`config.mk`:
```
export PLATFORM = sky130hd
export DESIGN_NAME = scc_top
export DESIGN_NICKNAME = d
export VERILOG_FILES = /design/src/hdl/scc_pkg.sv /design/src/hdl/scc_sync.sv /design/src/hdl/scc_settle_done_flag.sv /design/src/hdl/scc_top.sv
export VERILOG_INCLUDE_DIRS = /design/src /design/src/hdl
export SDC_FILE = /design/constraint.sdc
export NUM_CORES = 1
export LEC_CHECK = 0
export BUFFER_PORTS_ARGS = -buffer_cell sky130_fd_sc_hd__buf_2
export CELL_PAD_IN_SITES_DETAIL_PLACEMENT = 2
export CELL_PAD_IN_SITES_GLOBAL_PLACEMENT = 2
export CORE_MARGIN = 5
export CORE_UTILIZATION = 31
export DETAILED_ROUTE_END_ITERATION = 12
export PLACE_DENSITY = 0.82
export SYNTH_ARGS = -nofsm -noshare
export SYNTH_HDL_FRONTEND = slang
export SYNTH_SLANG_ARGS = --single-unit
```
`constraint.sdc`:
```
create_clock -name clk_in -period 3.5 [get_ports clk_in]
set_input_delay 0 -clock clk_in [delete_from_list [all_inputs] [get_ports clk_in]]
set_output_delay 0 -clock clk_in [all_outputs]
set_load 0.005 [all_outputs]
```
`src/hdl/scc_params.svh`:
```
// Purpose: constants for the supply comparator control block
// Assumes: 8-bit byte address, 32-bit data words
// Notes:   offsets are byte addresses of aligned words
`ifndef SCC_PARAMS_SVH
`define SCC_PARAMS_SVH

`define SCC_OFS_CTRL        8'h00
`define SCC_OFS_STATUS      8'h08
`define SCC_OFS_IRQ_MASK    8'h0C
`define SCC_OFS_IRQ_FLAG    8'h10
`define SCC_OFS_IRQ_SET     8'h14

`define SCC_POS_HALVE       30
`define SCC_POS_BIAS_HI     27
`define SCC_POS_BIAS_LO     24
`define SCC_POS_FALL        17
`define SCC_POS_RISE        16
`define SCC_POS_SETTLE_HI   10
`define SCC_POS_SETTLE_LO   8
`define SCC_POS_HYST        4
`define SCC_POS_IDLE        2
`define SCC_POS_EN          0

`define SCC_CTRL_USED_MASK  32'h4F03_0715

`define SCC_RST_HALVE       1'h1
`define SCC_RST_BIAS        4'h7
`define SCC_RST_SETTLE      3'h0

`define SCC_POS_ST_ACTIVE   0
`define SCC_POS_ST_OUT      1
`define SCC_POS_IRQ_EDGE    0
`define SCC_POS_IRQ_SETTLE  1

// shortest warm-up, in peripheral clock cycles; code n gives this << n
`define SCC_SETTLE_BASE     10'h004

`endif

```
`src/hdl/scc_pkg.sv`:
```
// Purpose: types and field helpers of the supply comparator control block
// Assumes: scc_params.svh on the include path
// Notes:   control word packing lives here so readback and checks agree
`include "scc_params.svh"

package scc_pkg;

  typedef struct packed {
    logic       halve_bias_current;
    logic [3:0] bias_level;
    logic       falling_edge_sense;
    logic       rising_edge_sense;
    logic [2:0] settle_time_select;
    logic       hysteresis_on;
    logic       idle_output_value;
    logic       enable;
  } scc_ctrl_t;

  typedef struct packed {
    logic above;
    logic beyond_hyst;
  } scc_analog_t;

  typedef enum logic [1:0] {
    SCC_OFF,
    SCC_WARMING,
    SCC_ACTIVE
  } scc_warm_state_t;

  function automatic logic [9:0] settle_cycles(input logic [2:0] code);
    return `SCC_SETTLE_BASE << code;
  endfunction

  function automatic scc_ctrl_t unpack_ctrl(input logic [31:0] w);
    scc_ctrl_t c;
    c.halve_bias_current = w[`SCC_POS_HALVE];
    c.bias_level         = w[`SCC_POS_BIAS_HI:`SCC_POS_BIAS_LO];
    c.falling_edge_sense = w[`SCC_POS_FALL];
    c.rising_edge_sense  = w[`SCC_POS_RISE];
    c.settle_time_select = w[`SCC_POS_SETTLE_HI:`SCC_POS_SETTLE_LO];
    c.hysteresis_on      = w[`SCC_POS_HYST];
    c.idle_output_value  = w[`SCC_POS_IDLE];
    c.enable             = w[`SCC_POS_EN];
    return c;
  endfunction

  function automatic logic [31:0] pack_ctrl(input scc_ctrl_t c);
    logic [31:0] w;
    w = 32'h0000_0000;
    w[`SCC_POS_HALVE]                        = c.halve_bias_current;
    w[`SCC_POS_BIAS_HI:`SCC_POS_BIAS_LO]     = c.bias_level;
    w[`SCC_POS_FALL]                         = c.falling_edge_sense;
    w[`SCC_POS_RISE]                         = c.rising_edge_sense;
    w[`SCC_POS_SETTLE_HI:`SCC_POS_SETTLE_LO] = c.settle_time_select;
    w[`SCC_POS_HYST]                         = c.hysteresis_on;
    w[`SCC_POS_IDLE]                         = c.idle_output_value;
    w[`SCC_POS_EN]                           = c.enable;
    return w;
  endfunction

endpackage

```
`src/hdl/scc_sync.sv`:
```
// Purpose: two-stage synchroniser for the analog comparator decisions
// Assumes: raw_in changes with no relation to clk_in
// Notes:   the first stage feeds only the second stage
`timescale 1ns/1ps

module scc_sync (
  input  wire logic                 clk_in,
  input  wire logic                 resetn_in,
  input  wire scc_pkg::scc_analog_t raw_in,
  output scc_pkg::scc_analog_t      sync_out
);

  scc_pkg::scc_analog_t stage1;

  always_ff @(posedge clk_in) begin
    if (!resetn_in) begin
      stage1   <= '0;
      sync_out <= '0;
    end else begin
      stage1   <= raw_in;
      sync_out <= stage1;
    end
  end

endmodule

```
`src/hdl/scc_settle_done_flag.sv`:
```
// Purpose: warm-up sequencer: counts the selected settle time after enable
// Assumes: settle code held steady while enabled
// Notes:   dropping enable at any time returns to off with no done pulse
`timescale 1ns/1ps
`include "scc_params.svh"

module scc_settle_done_flag (
  input  wire logic       clk_in,
  input  wire logic       resetn_in,
  input  wire logic       enable_in,
  input  wire logic [2:0] settle_code_in,
  output logic            active_out,
  output logic            done_out
);

  scc_pkg::scc_warm_state_t state;
  scc_pkg::scc_warm_state_t next_state;
  logic [9:0]               count;
  logic [9:0]               next_count;
  wire  [9:0]               load_value = 10'(scc_pkg::settle_cycles(settle_code_in) - 10'h001);

  always_comb begin
    next_state = state;
    next_count = count;
    case (state)
      scc_pkg::SCC_OFF: begin
        if (enable_in) begin
          next_state = scc_pkg::SCC_WARMING;
          next_count = load_value;
        end
      end
      scc_pkg::SCC_WARMING: begin
        if (!enable_in) begin
          next_state = scc_pkg::SCC_OFF;
        end else if (count == 10'h000) begin
          next_state = scc_pkg::SCC_ACTIVE;
        end else begin
          next_count = 10'(count - 10'h001);
        end
      end
      scc_pkg::SCC_ACTIVE: begin
        if (!enable_in) begin
          next_state = scc_pkg::SCC_OFF;
        end
      end
      default: next_state = scc_pkg::SCC_OFF;
    endcase
  end

  always_ff @(posedge clk_in) begin
    if (!resetn_in) begin
      state    <= scc_pkg::SCC_OFF;
      count    <= 10'h000;
      done_out <= 1'b0;
    end else begin
      state    <= next_state;
      count    <= next_count;
      done_out <= (state == scc_pkg::SCC_WARMING) && (next_state == scc_pkg::SCC_ACTIVE);
    end
  end

  assign active_out = (state == scc_pkg::SCC_ACTIVE);

  // cycles spent enabled but not yet active, only for the checks below
  logic [10:0] wait_cycles;
  always_ff @(posedge clk_in) begin
    if (!resetn_in || !enable_in) begin
      wait_cycles <= 11'h000;
    end else if (!active_out) begin
      wait_cycles <= 11'(wait_cycles + 11'h001);
    end
  end
endmodule

```
`src/hdl/scc_top.sv`:
```
// Purpose: control register bank and digital side of a supply comparator
// Assumes: 50 MHz clk_in, synchronous active-low reset, one-cycle strobes
// Notes:   analog decisions arrive asynchronously and are synchronised here
//
// Behaviour
// - bit 30 halves selected bias current; resets to one.
// - bits 27:24 select bias level and response time; reset 0x7.
// - bit 17 set: falling comparator output edge sets the edge flag.
// - bit 16 set: rising comparator output edge sets the edge flag.
// - bits 10:8 select warm-up of 4 to 512 clock cycles.
// - bit 2 is presented as comparator output while not active.
// - bit 0 turns the supply comparator on or off.
// - after enable, count warm-up, then raise active and done flag.
// - hysteresis on: output holds until difference exceeds 20 mV.
//
// Chosen here: the address-and-strobe port.
`timescale 1ns/1ps
`include "scc_params.svh"

module scc_top (
  input  wire logic                 clk_in,
  input  wire logic                 resetn_in,
  input  wire logic [7:0]           addr_in,
  input  wire logic [31:0]          wdata_in,
  input  wire logic                 wr_in,
  input  wire logic                 rd_in,
  output logic      [31:0]          rdata_out,
  input  wire scc_pkg::scc_analog_t analog_in,
  output logic                      analog_enable_out,
  output logic      [3:0]           bias_level_out,
  output logic                      halve_bias_current_out,
  output logic                      hysteresis_on_out,
  output logic                      comparator_out,
  output logic                      comparator_active_out,
  output logic                      irq_out
);

  scc_pkg::scc_ctrl_t   ctrl;
  scc_pkg::scc_analog_t analog_sync;
  logic [1:0]           irq_flags;
  logic [1:0]           irq_mask;
  logic                 decision;
  logic                 presented_q;
  logic                 warm_active;
  logic                 warm_done;

  // register decode
  wire wr_ctrl     = wr_in && (addr_in == `SCC_OFS_CTRL);
  wire wr_mask     = wr_in && (addr_in == `SCC_OFS_IRQ_MASK);
  wire wr_flag_clr = wr_in && (addr_in == `SCC_OFS_IRQ_FLAG);
  wire wr_flag_set = wr_in && (addr_in == `SCC_OFS_IRQ_SET);

  wire [31:0] ctrl_word   = scc_pkg::pack_ctrl(ctrl);
  wire [31:0] status_word = {30'h0000_0000, comparator_out, comparator_active_out};
  wire [31:0] mask_word   = {30'h0000_0000, irq_mask};
  wire [31:0] flag_word   = {30'h0000_0000, irq_flags};

  // unmapped and write-only addresses read as zero
  wire [31:0] read_mux =
    (addr_in == `SCC_OFS_CTRL)     ? ctrl_word   :
    (addr_in == `SCC_OFS_STATUS)   ? status_word :
    (addr_in == `SCC_OFS_IRQ_MASK) ? mask_word   :
    (addr_in == `SCC_OFS_IRQ_FLAG) ? flag_word   : 32'h0000_0000;

  always_ff @(posedge clk_in) begin
    if (!resetn_in) begin
      rdata_out <= 32'h0000_0000;
    end else begin
      rdata_out <= rd_in ? read_mux : 32'h0000_0000;
    end
  end

  // control register; unused write bits are simply not stored
  always_ff @(posedge clk_in) begin
    if (!resetn_in) begin
      ctrl.halve_bias_current <= `SCC_RST_HALVE;
      ctrl.bias_level         <= `SCC_RST_BIAS;
      ctrl.falling_edge_sense <= 1'b0;
      ctrl.rising_edge_sense  <= 1'b0;
      ctrl.settle_time_select <= `SCC_RST_SETTLE;
      ctrl.hysteresis_on      <= 1'b0;
      ctrl.idle_output_value  <= 1'b0;
      ctrl.enable             <= 1'b0;
    end else if (wr_ctrl) begin
      ctrl <= scc_pkg::unpack_ctrl(wdata_in);
    end
  end

  assign analog_enable_out      = ctrl.enable;
  assign bias_level_out         = ctrl.bias_level;
  assign halve_bias_current_out = ctrl.halve_bias_current;
  assign hysteresis_on_out      = ctrl.hysteresis_on;

  scc_sync u_sync (
    .clk_in    (clk_in),
    .resetn_in (resetn_in),
    .raw_in    (analog_in),
    .sync_out  (analog_sync)
  );

  scc_settle_done_flag u_settle_done_flag (
    .clk_in         (clk_in),
    .resetn_in      (resetn_in),
    .enable_in      (ctrl.enable),
    .settle_code_in (ctrl.settle_time_select),
    .active_out     (warm_active),
    .done_out       (warm_done)
  );

  // with hysteresis the decision only moves once the front end reports
  // the difference beyond the band, which filters ripple near the trip point
  wire decision_moves = (analog_sync.above != decision) &&
                        (!ctrl.hysteresis_on || analog_sync.beyond_hyst);

  wire presented = warm_active ? decision : ctrl.idle_output_value;

  always_ff @(posedge clk_in) begin
    if (!resetn_in) begin
      decision              <= 1'b0;
      comparator_out        <= 1'b0;
      presented_q           <= 1'b0;
      comparator_active_out <= 1'b0;
    end else begin
      if (decision_moves) begin
        decision <= analog_sync.above;
      end
      comparator_out        <= presented;
      presented_q           <= comparator_out;
      comparator_active_out <= warm_active;
    end
  end

  // edges are taken on the presented output, so a suitable idle value
  // avoids a spurious event when the comparator becomes active
  wire rise_seen  = comparator_out && !presented_q && ctrl.rising_edge_sense;
  wire fall_seen  = !comparator_out && presented_q && ctrl.falling_edge_sense;
  wire [1:0] hw_events = {warm_done, rise_seen || fall_seen};

  wire [1:0] flag_clear = wr_flag_clr ? wdata_in[1:0] : 2'b00;
  wire [1:0] flag_set   = wr_flag_set ? wdata_in[1:0] : 2'b00;
  // a set in the same cycle as a clear wins
  wire [1:0] next_irq_flags = (irq_flags & ~flag_clear) | flag_set | hw_events;

  always_ff @(posedge clk_in) begin
    if (!resetn_in) begin
      irq_flags <= 2'b00;
      irq_mask  <= 2'b00;
    end else begin
      irq_flags <= next_irq_flags;
      if (wr_mask) begin
        irq_mask <= wdata_in[1:0];
      end
    end
  end

  assign irq_out = |(irq_flags & irq_mask);
endmodule

```
# Word-level counts from Yosys, hierarchy flattened
# Cells that the tools add are included.
# op_classes
shift	1
reduce_logical	24
n_eq_ne	11
bitwise_logic	7
n_mux	16
addsub	2
# op_table
operator	count
$mux 31	1
$mux 10	3
$pmux 10 s2	1
$sub 10x1->10 const B	2
$mux 2	9
$eq 8x4->1 const B	2
$eq 8x5->1 const B	2
$logic_and 1x1->1	10
$logic_not 10->1	1
$shl 3x3->10 const A	1
$logic_not 8->1	1
$ne 2x2->1 const B	3
$pmux 2 s3	1
$reduce_or 5->1	1
$and 2x2->2	2
$eq 2x2->1 const B	2
$or 2x2->2	2
$reduce_and 4->1	1
$logic_not 1->1	3
$reduce_or 3->1	1
$eq 2x1->1 const B	1
$logic_not 2->1	1
$logic_or 1x1->1	2
$not 1->1	2
6 further kinds	6
# word_totals
in_bits	46
ff_bits	70
wordCells	85
output_inout_bits	42

# Logic depth before layout (Yosys ltp)
# depth
word_depth	7
ltp_mapped	8

# Hierarchy
# A second synthesis with hierarchy kept.
# unflattened
hier_cells	266
hier_area_um2	2418.6
# modules_own_cells
mod	cells_per_inst	instances	area_per_inst_um2
scc_top	148	1	1473.9
scc_settle_done_flag	110	1	839.6
scc_sync	8	1	105.1

# Least setup slack after synthesis
# No wires, ideal clock.
# synth_path
path_kind	register to register
from	register u_settle_done_flag.state[1]
to	register u_settle_done_flag.count[6]
path_buffers	1
t_arrival_ns	1.659
setup_slack_ns	1.725
stages_incl_launch_ff	9
required_time_ns	3.384
cell_sequence	dfxtp_1 and2b_4 buf_4 nand2_1 ha_1 o21ai_1 or3_1 nand3_1 a21boi_1
# synth_via
elab_chain_cells	3
word_cells_on_any_way	8
cone_classes	eq/ne (4); mux (1); reduce/logical (3)
# synth_rtl
item	line_no	source
start: declaration	scc_settle_done_flag.sv:16	scc_pkg::scc_warm_state_t state;
start signal: assignment	scc_settle_done_flag.sv:52	state <= scc_pkg::SCC_OFF;
start signal: assignment	scc_settle_done_flag.sv:56	state <= next_state;
$eq 2x1->1 / $logic_not 2->1 (equally long branches)	scc_settle_done_flag.sv:25	case (state)
$ne 2x2->1 (no source line) / $reduce_bool 2->1 (equally long branches)	--	
$reduce_and 4->1 (no source line)	--	
end signal: assignment	scc_settle_done_flag.sv:57	count <= next_count;
end: declaration	scc_settle_done_flag.sv:18	logic [9:0] count;
# Several ways; a longest one is shown, not always the timed one.
# A chain may end at the register's enable or synchronous reset.

# Worst setup path in the final report
# layout_path
from	register u_settle_done_flag.state[0]
to	register u_settle_done_flag.count[4]
# The elaborated chain is that of the path after synthesis.

==> reports/qor.yml <==
outcome:
  status: "complete, no violations"
final_layout:
  drive_above_1_share_pct: 21.79
  syn2layout_area_growth_pct: 18.38
  final_cell_mix: "dfxtp_1, buf_2, mux2i_1, and2_1, conb_1"
  fin_nets: 358
  antenna_cells: 0
  num-fill-cells: 856
  fin_util_pct: 37.63
  layout_commonest_cell: "dfxtp_1"
timing:
  hold_viol: 0
  setup_tns_ns: 0
  finalCritPeriodShare_pct: 57.91
  fin_crit_ns: 2.027
  worst_pin_slew_ns: 0.8769
  maxClockFrequency_mhz: 493.4
  finalClockSkew_ns: 0.008578
  finalSetupViolCount: 0
  holdWs_ns: 0.03336
  relSlewSlack_pct: 41.40
  finalMaxSlewViolations: 0
  rsz0062_at_grt: "false"
die:
  die_w_um: 98.79
  start_util_pct: 31.79
  dieHeight_um: 98.79
  dieArea_sq_um: 9758
  row_count: 32
  fp.coreArea_sq_um: 7687
  io_pins: 88
grt:
  antenna_found_initial: 0
  overflow: 0
  grt_max_degree: 40
  track_usage_pct: 13.76
  grt_pass1_wl_um: 10780
  grt_pass1_vias: 2119
critical_path:
  cp.arrival_ns: 2.23
  r2r-start: "u_settle_done_flag.state[0]"
  critPathMaxStageDelay_ns: 0.48
  crit_family: "simple AND/OR/NAND/NOR gates"
  path_buf_inv: 0
  reg2reg_depth: 7
  cp_max_fo: 15
  reg2reg_to: "u_settle_done_flag.count[4]"
  end_kind: "flop"
  crit_type: "reg -> reg"
  required_ns: 3.70
  critPathLaunchType: "flop"
  cp_cell_sequence: "and2b_4 > nand2_1 > ha_1 > o21ai_1 > a21oi_1 > nor4_1 > nor3b_1"
  rrSetupSlack_ns: 1.47
  slowest_stage: "dfxtp_1"
worst_hold_path:
  worstHoldStart: "wdata_in[0]"
  hp-class: "in -> reg"
  worstHoldPathCells: 3
  whs_endpoint: "analog_enable_out"
clock_network:
  tritoncts: "built"
  post_cts_buffers: 0
  clockBufferDepth: 2
  clock_latency_ns: 0.31
  htreeDepth: 2
  cts_buffers: 5
  cts.sinks: 52
  cts-root-buf: "clkbuf_8"
  clkTransAtPathRegs_ns: 0.10
logic_synthesis:
  ys_async_sr_fraction_pct: 0
  yosys.cell_types.count: 53
  syn_area_per_cell_sq_um: 9.583
  ys_seq_area_share_pct: 42.60
  synthesis.area_sq_um: 2444
  synth_top_flop_cell: "dfxtp_1"
  synth-seq-cells: 52
  synth_edf_count: 0
  yosysWarnings: 0
  synthCells: 255
drt:
  ant_nets: 0
  first_pass_iters: 4
  first_iter_violations: 62
  wl_um: 6649
  drc: 0
  vias: 1958
  wl_per_cell_um: 16.06
  viasPerCell: 4.729
pwr:
  power.leakage_nw: 1.311
  powerDensity_nw_per_um2: 350.2
  ir_worst_vdd_mv: 0.1529
placed_design:
  io_buffers: 51
  gp_congestion: 0.7935
  hpwl_um: 4322
job:
  drv_cap: 0
## worst register-to-register path: cells and delay by family, from the launching register on
family                     cells  cell delay (ns)
and+or+nand+nor                4             0.82
DFF                            1             0.48
AOI/OAI and AO/OA              2             0.32
adders and majority gates      1             0.29
## layer usage
layer	vias to the layer above	track usage, %	wire length (um)
li1	948	-	-
met1	966	16.16	2871
met2	40	24.48	3511
met3	4	3.255	217
met4	0	4.517	49
met5	-	0	0
## Yosys cell counts (all sizes together), types with 3 or more instances
library cell	count	area [sq um]
o211ai	3	36.28
nor2	16	60.06
nor3b	4	30.03
nor4	3	18.77
nand3	3	15.01
a31oi	3	18.77
nor2b	17	106.4
a21oi	7	35.03
nand2	15	56.30
nand2b	6	40.04
o211a	3	30.03
mux2i	22	220.2
nor3	5	36.29
and2	20	126.4
buf	29	230.2
o21ai	7	35.03
clkbuf	6	23.77
dfxtp	52	1041
## report_power, final
part | leakage (nW) | internal [mW] | switching (mW)
clock | 0.0463 | 0.147 | 0.215
sequential | 0.420 | 0.594 | 0.00122
combinational | 0.845 | 0.0302 | 0.0255
## through the flow
stage	setup slack, ns	instances	instance area [sq um]	total power, mW
detailed placement	1.532	390	2636	0.6491
finish	1.473	414	2893	1.013
floorplan	1.725	272	2507	0.6439
CTS	1.490	414	2893	1.030
global placement	1.592	390	2636	0.6482
global route	1.363	414	2893	1.060
## worst max-delay path by stage
| stage | to | slack, ns | from | depth (start not counted) |
|---|---|---|---|---|
| final | u_settle_done_flag.count[4] | 1.47 | u_settle_done_flag.state[0] | 7 |
| after global routing | u_settle_done_flag.count[4] | 1.36 | u_settle_done_flag.state[0] | 7 |
| after CTS | u_settle_done_flag.count[4] | 1.49 | u_settle_done_flag.state[0] | 7 |
| after detailed placement | u_settle_done_flag.count[4] | 1.53 | u_settle_done_flag.state[0] | 7 |
| after global placement | u_settle_done_flag.count[4] | 1.59 | u_settle_done_flag.state[0] | 7 |
| after floorplan | u_settle_done_flag.count[6] | 1.72 | u_settle_done_flag.state[1] | 8 |
## logic make-up after synthesis
logic type	Yosys count	share of synthesized area, %
simple gates	102	24.48
flops	52	42.60
compound gates	37	11.26
buf+inv	37	10.70
mux	24	9.933
fa+ha+maj	1	0.5120
other cells	1	0.1535
xor+xnor	1	0.3585
## repair_timing
item                                   in CTS  in global routing
endpoints found under the hold margin      17                  0
gates resized for setup                     0                  0
hold buffers                               16                  0
## final cells by class
cell class | instances | area, sq um | share of cell area [%]
repair buffers | 67 | 415.4 | 14.36
clock buffers | 5 | 68.82 | 2.379
inverters | 2 | 7.507 | 0.2595
well taps | 102 | 127.6 | 4.412
multi-input cells | 183 | 1205 | 41.65
clock inverters | 3 | 27.53 | 0.9516
flip-flops and latches | 52 | 1041 | 35.99
## flip-flops by register name, summed over array words and instances (netlist names), 2 cells and up
| register | cells |
|---|---|
| rdata_out | 14 |
| u_settle_done_flag.count | 10 |
| ctrl | 6 |
| bias_level_out | 4 |
| irq_flags | 2 |
| irq_mask | 2 |
| u_settle_done_flag.state | 2 |
| u_sync.stage1 | 2 |
| u_sync.sync_out | 2 |
(Power assumes the default switching activity.)
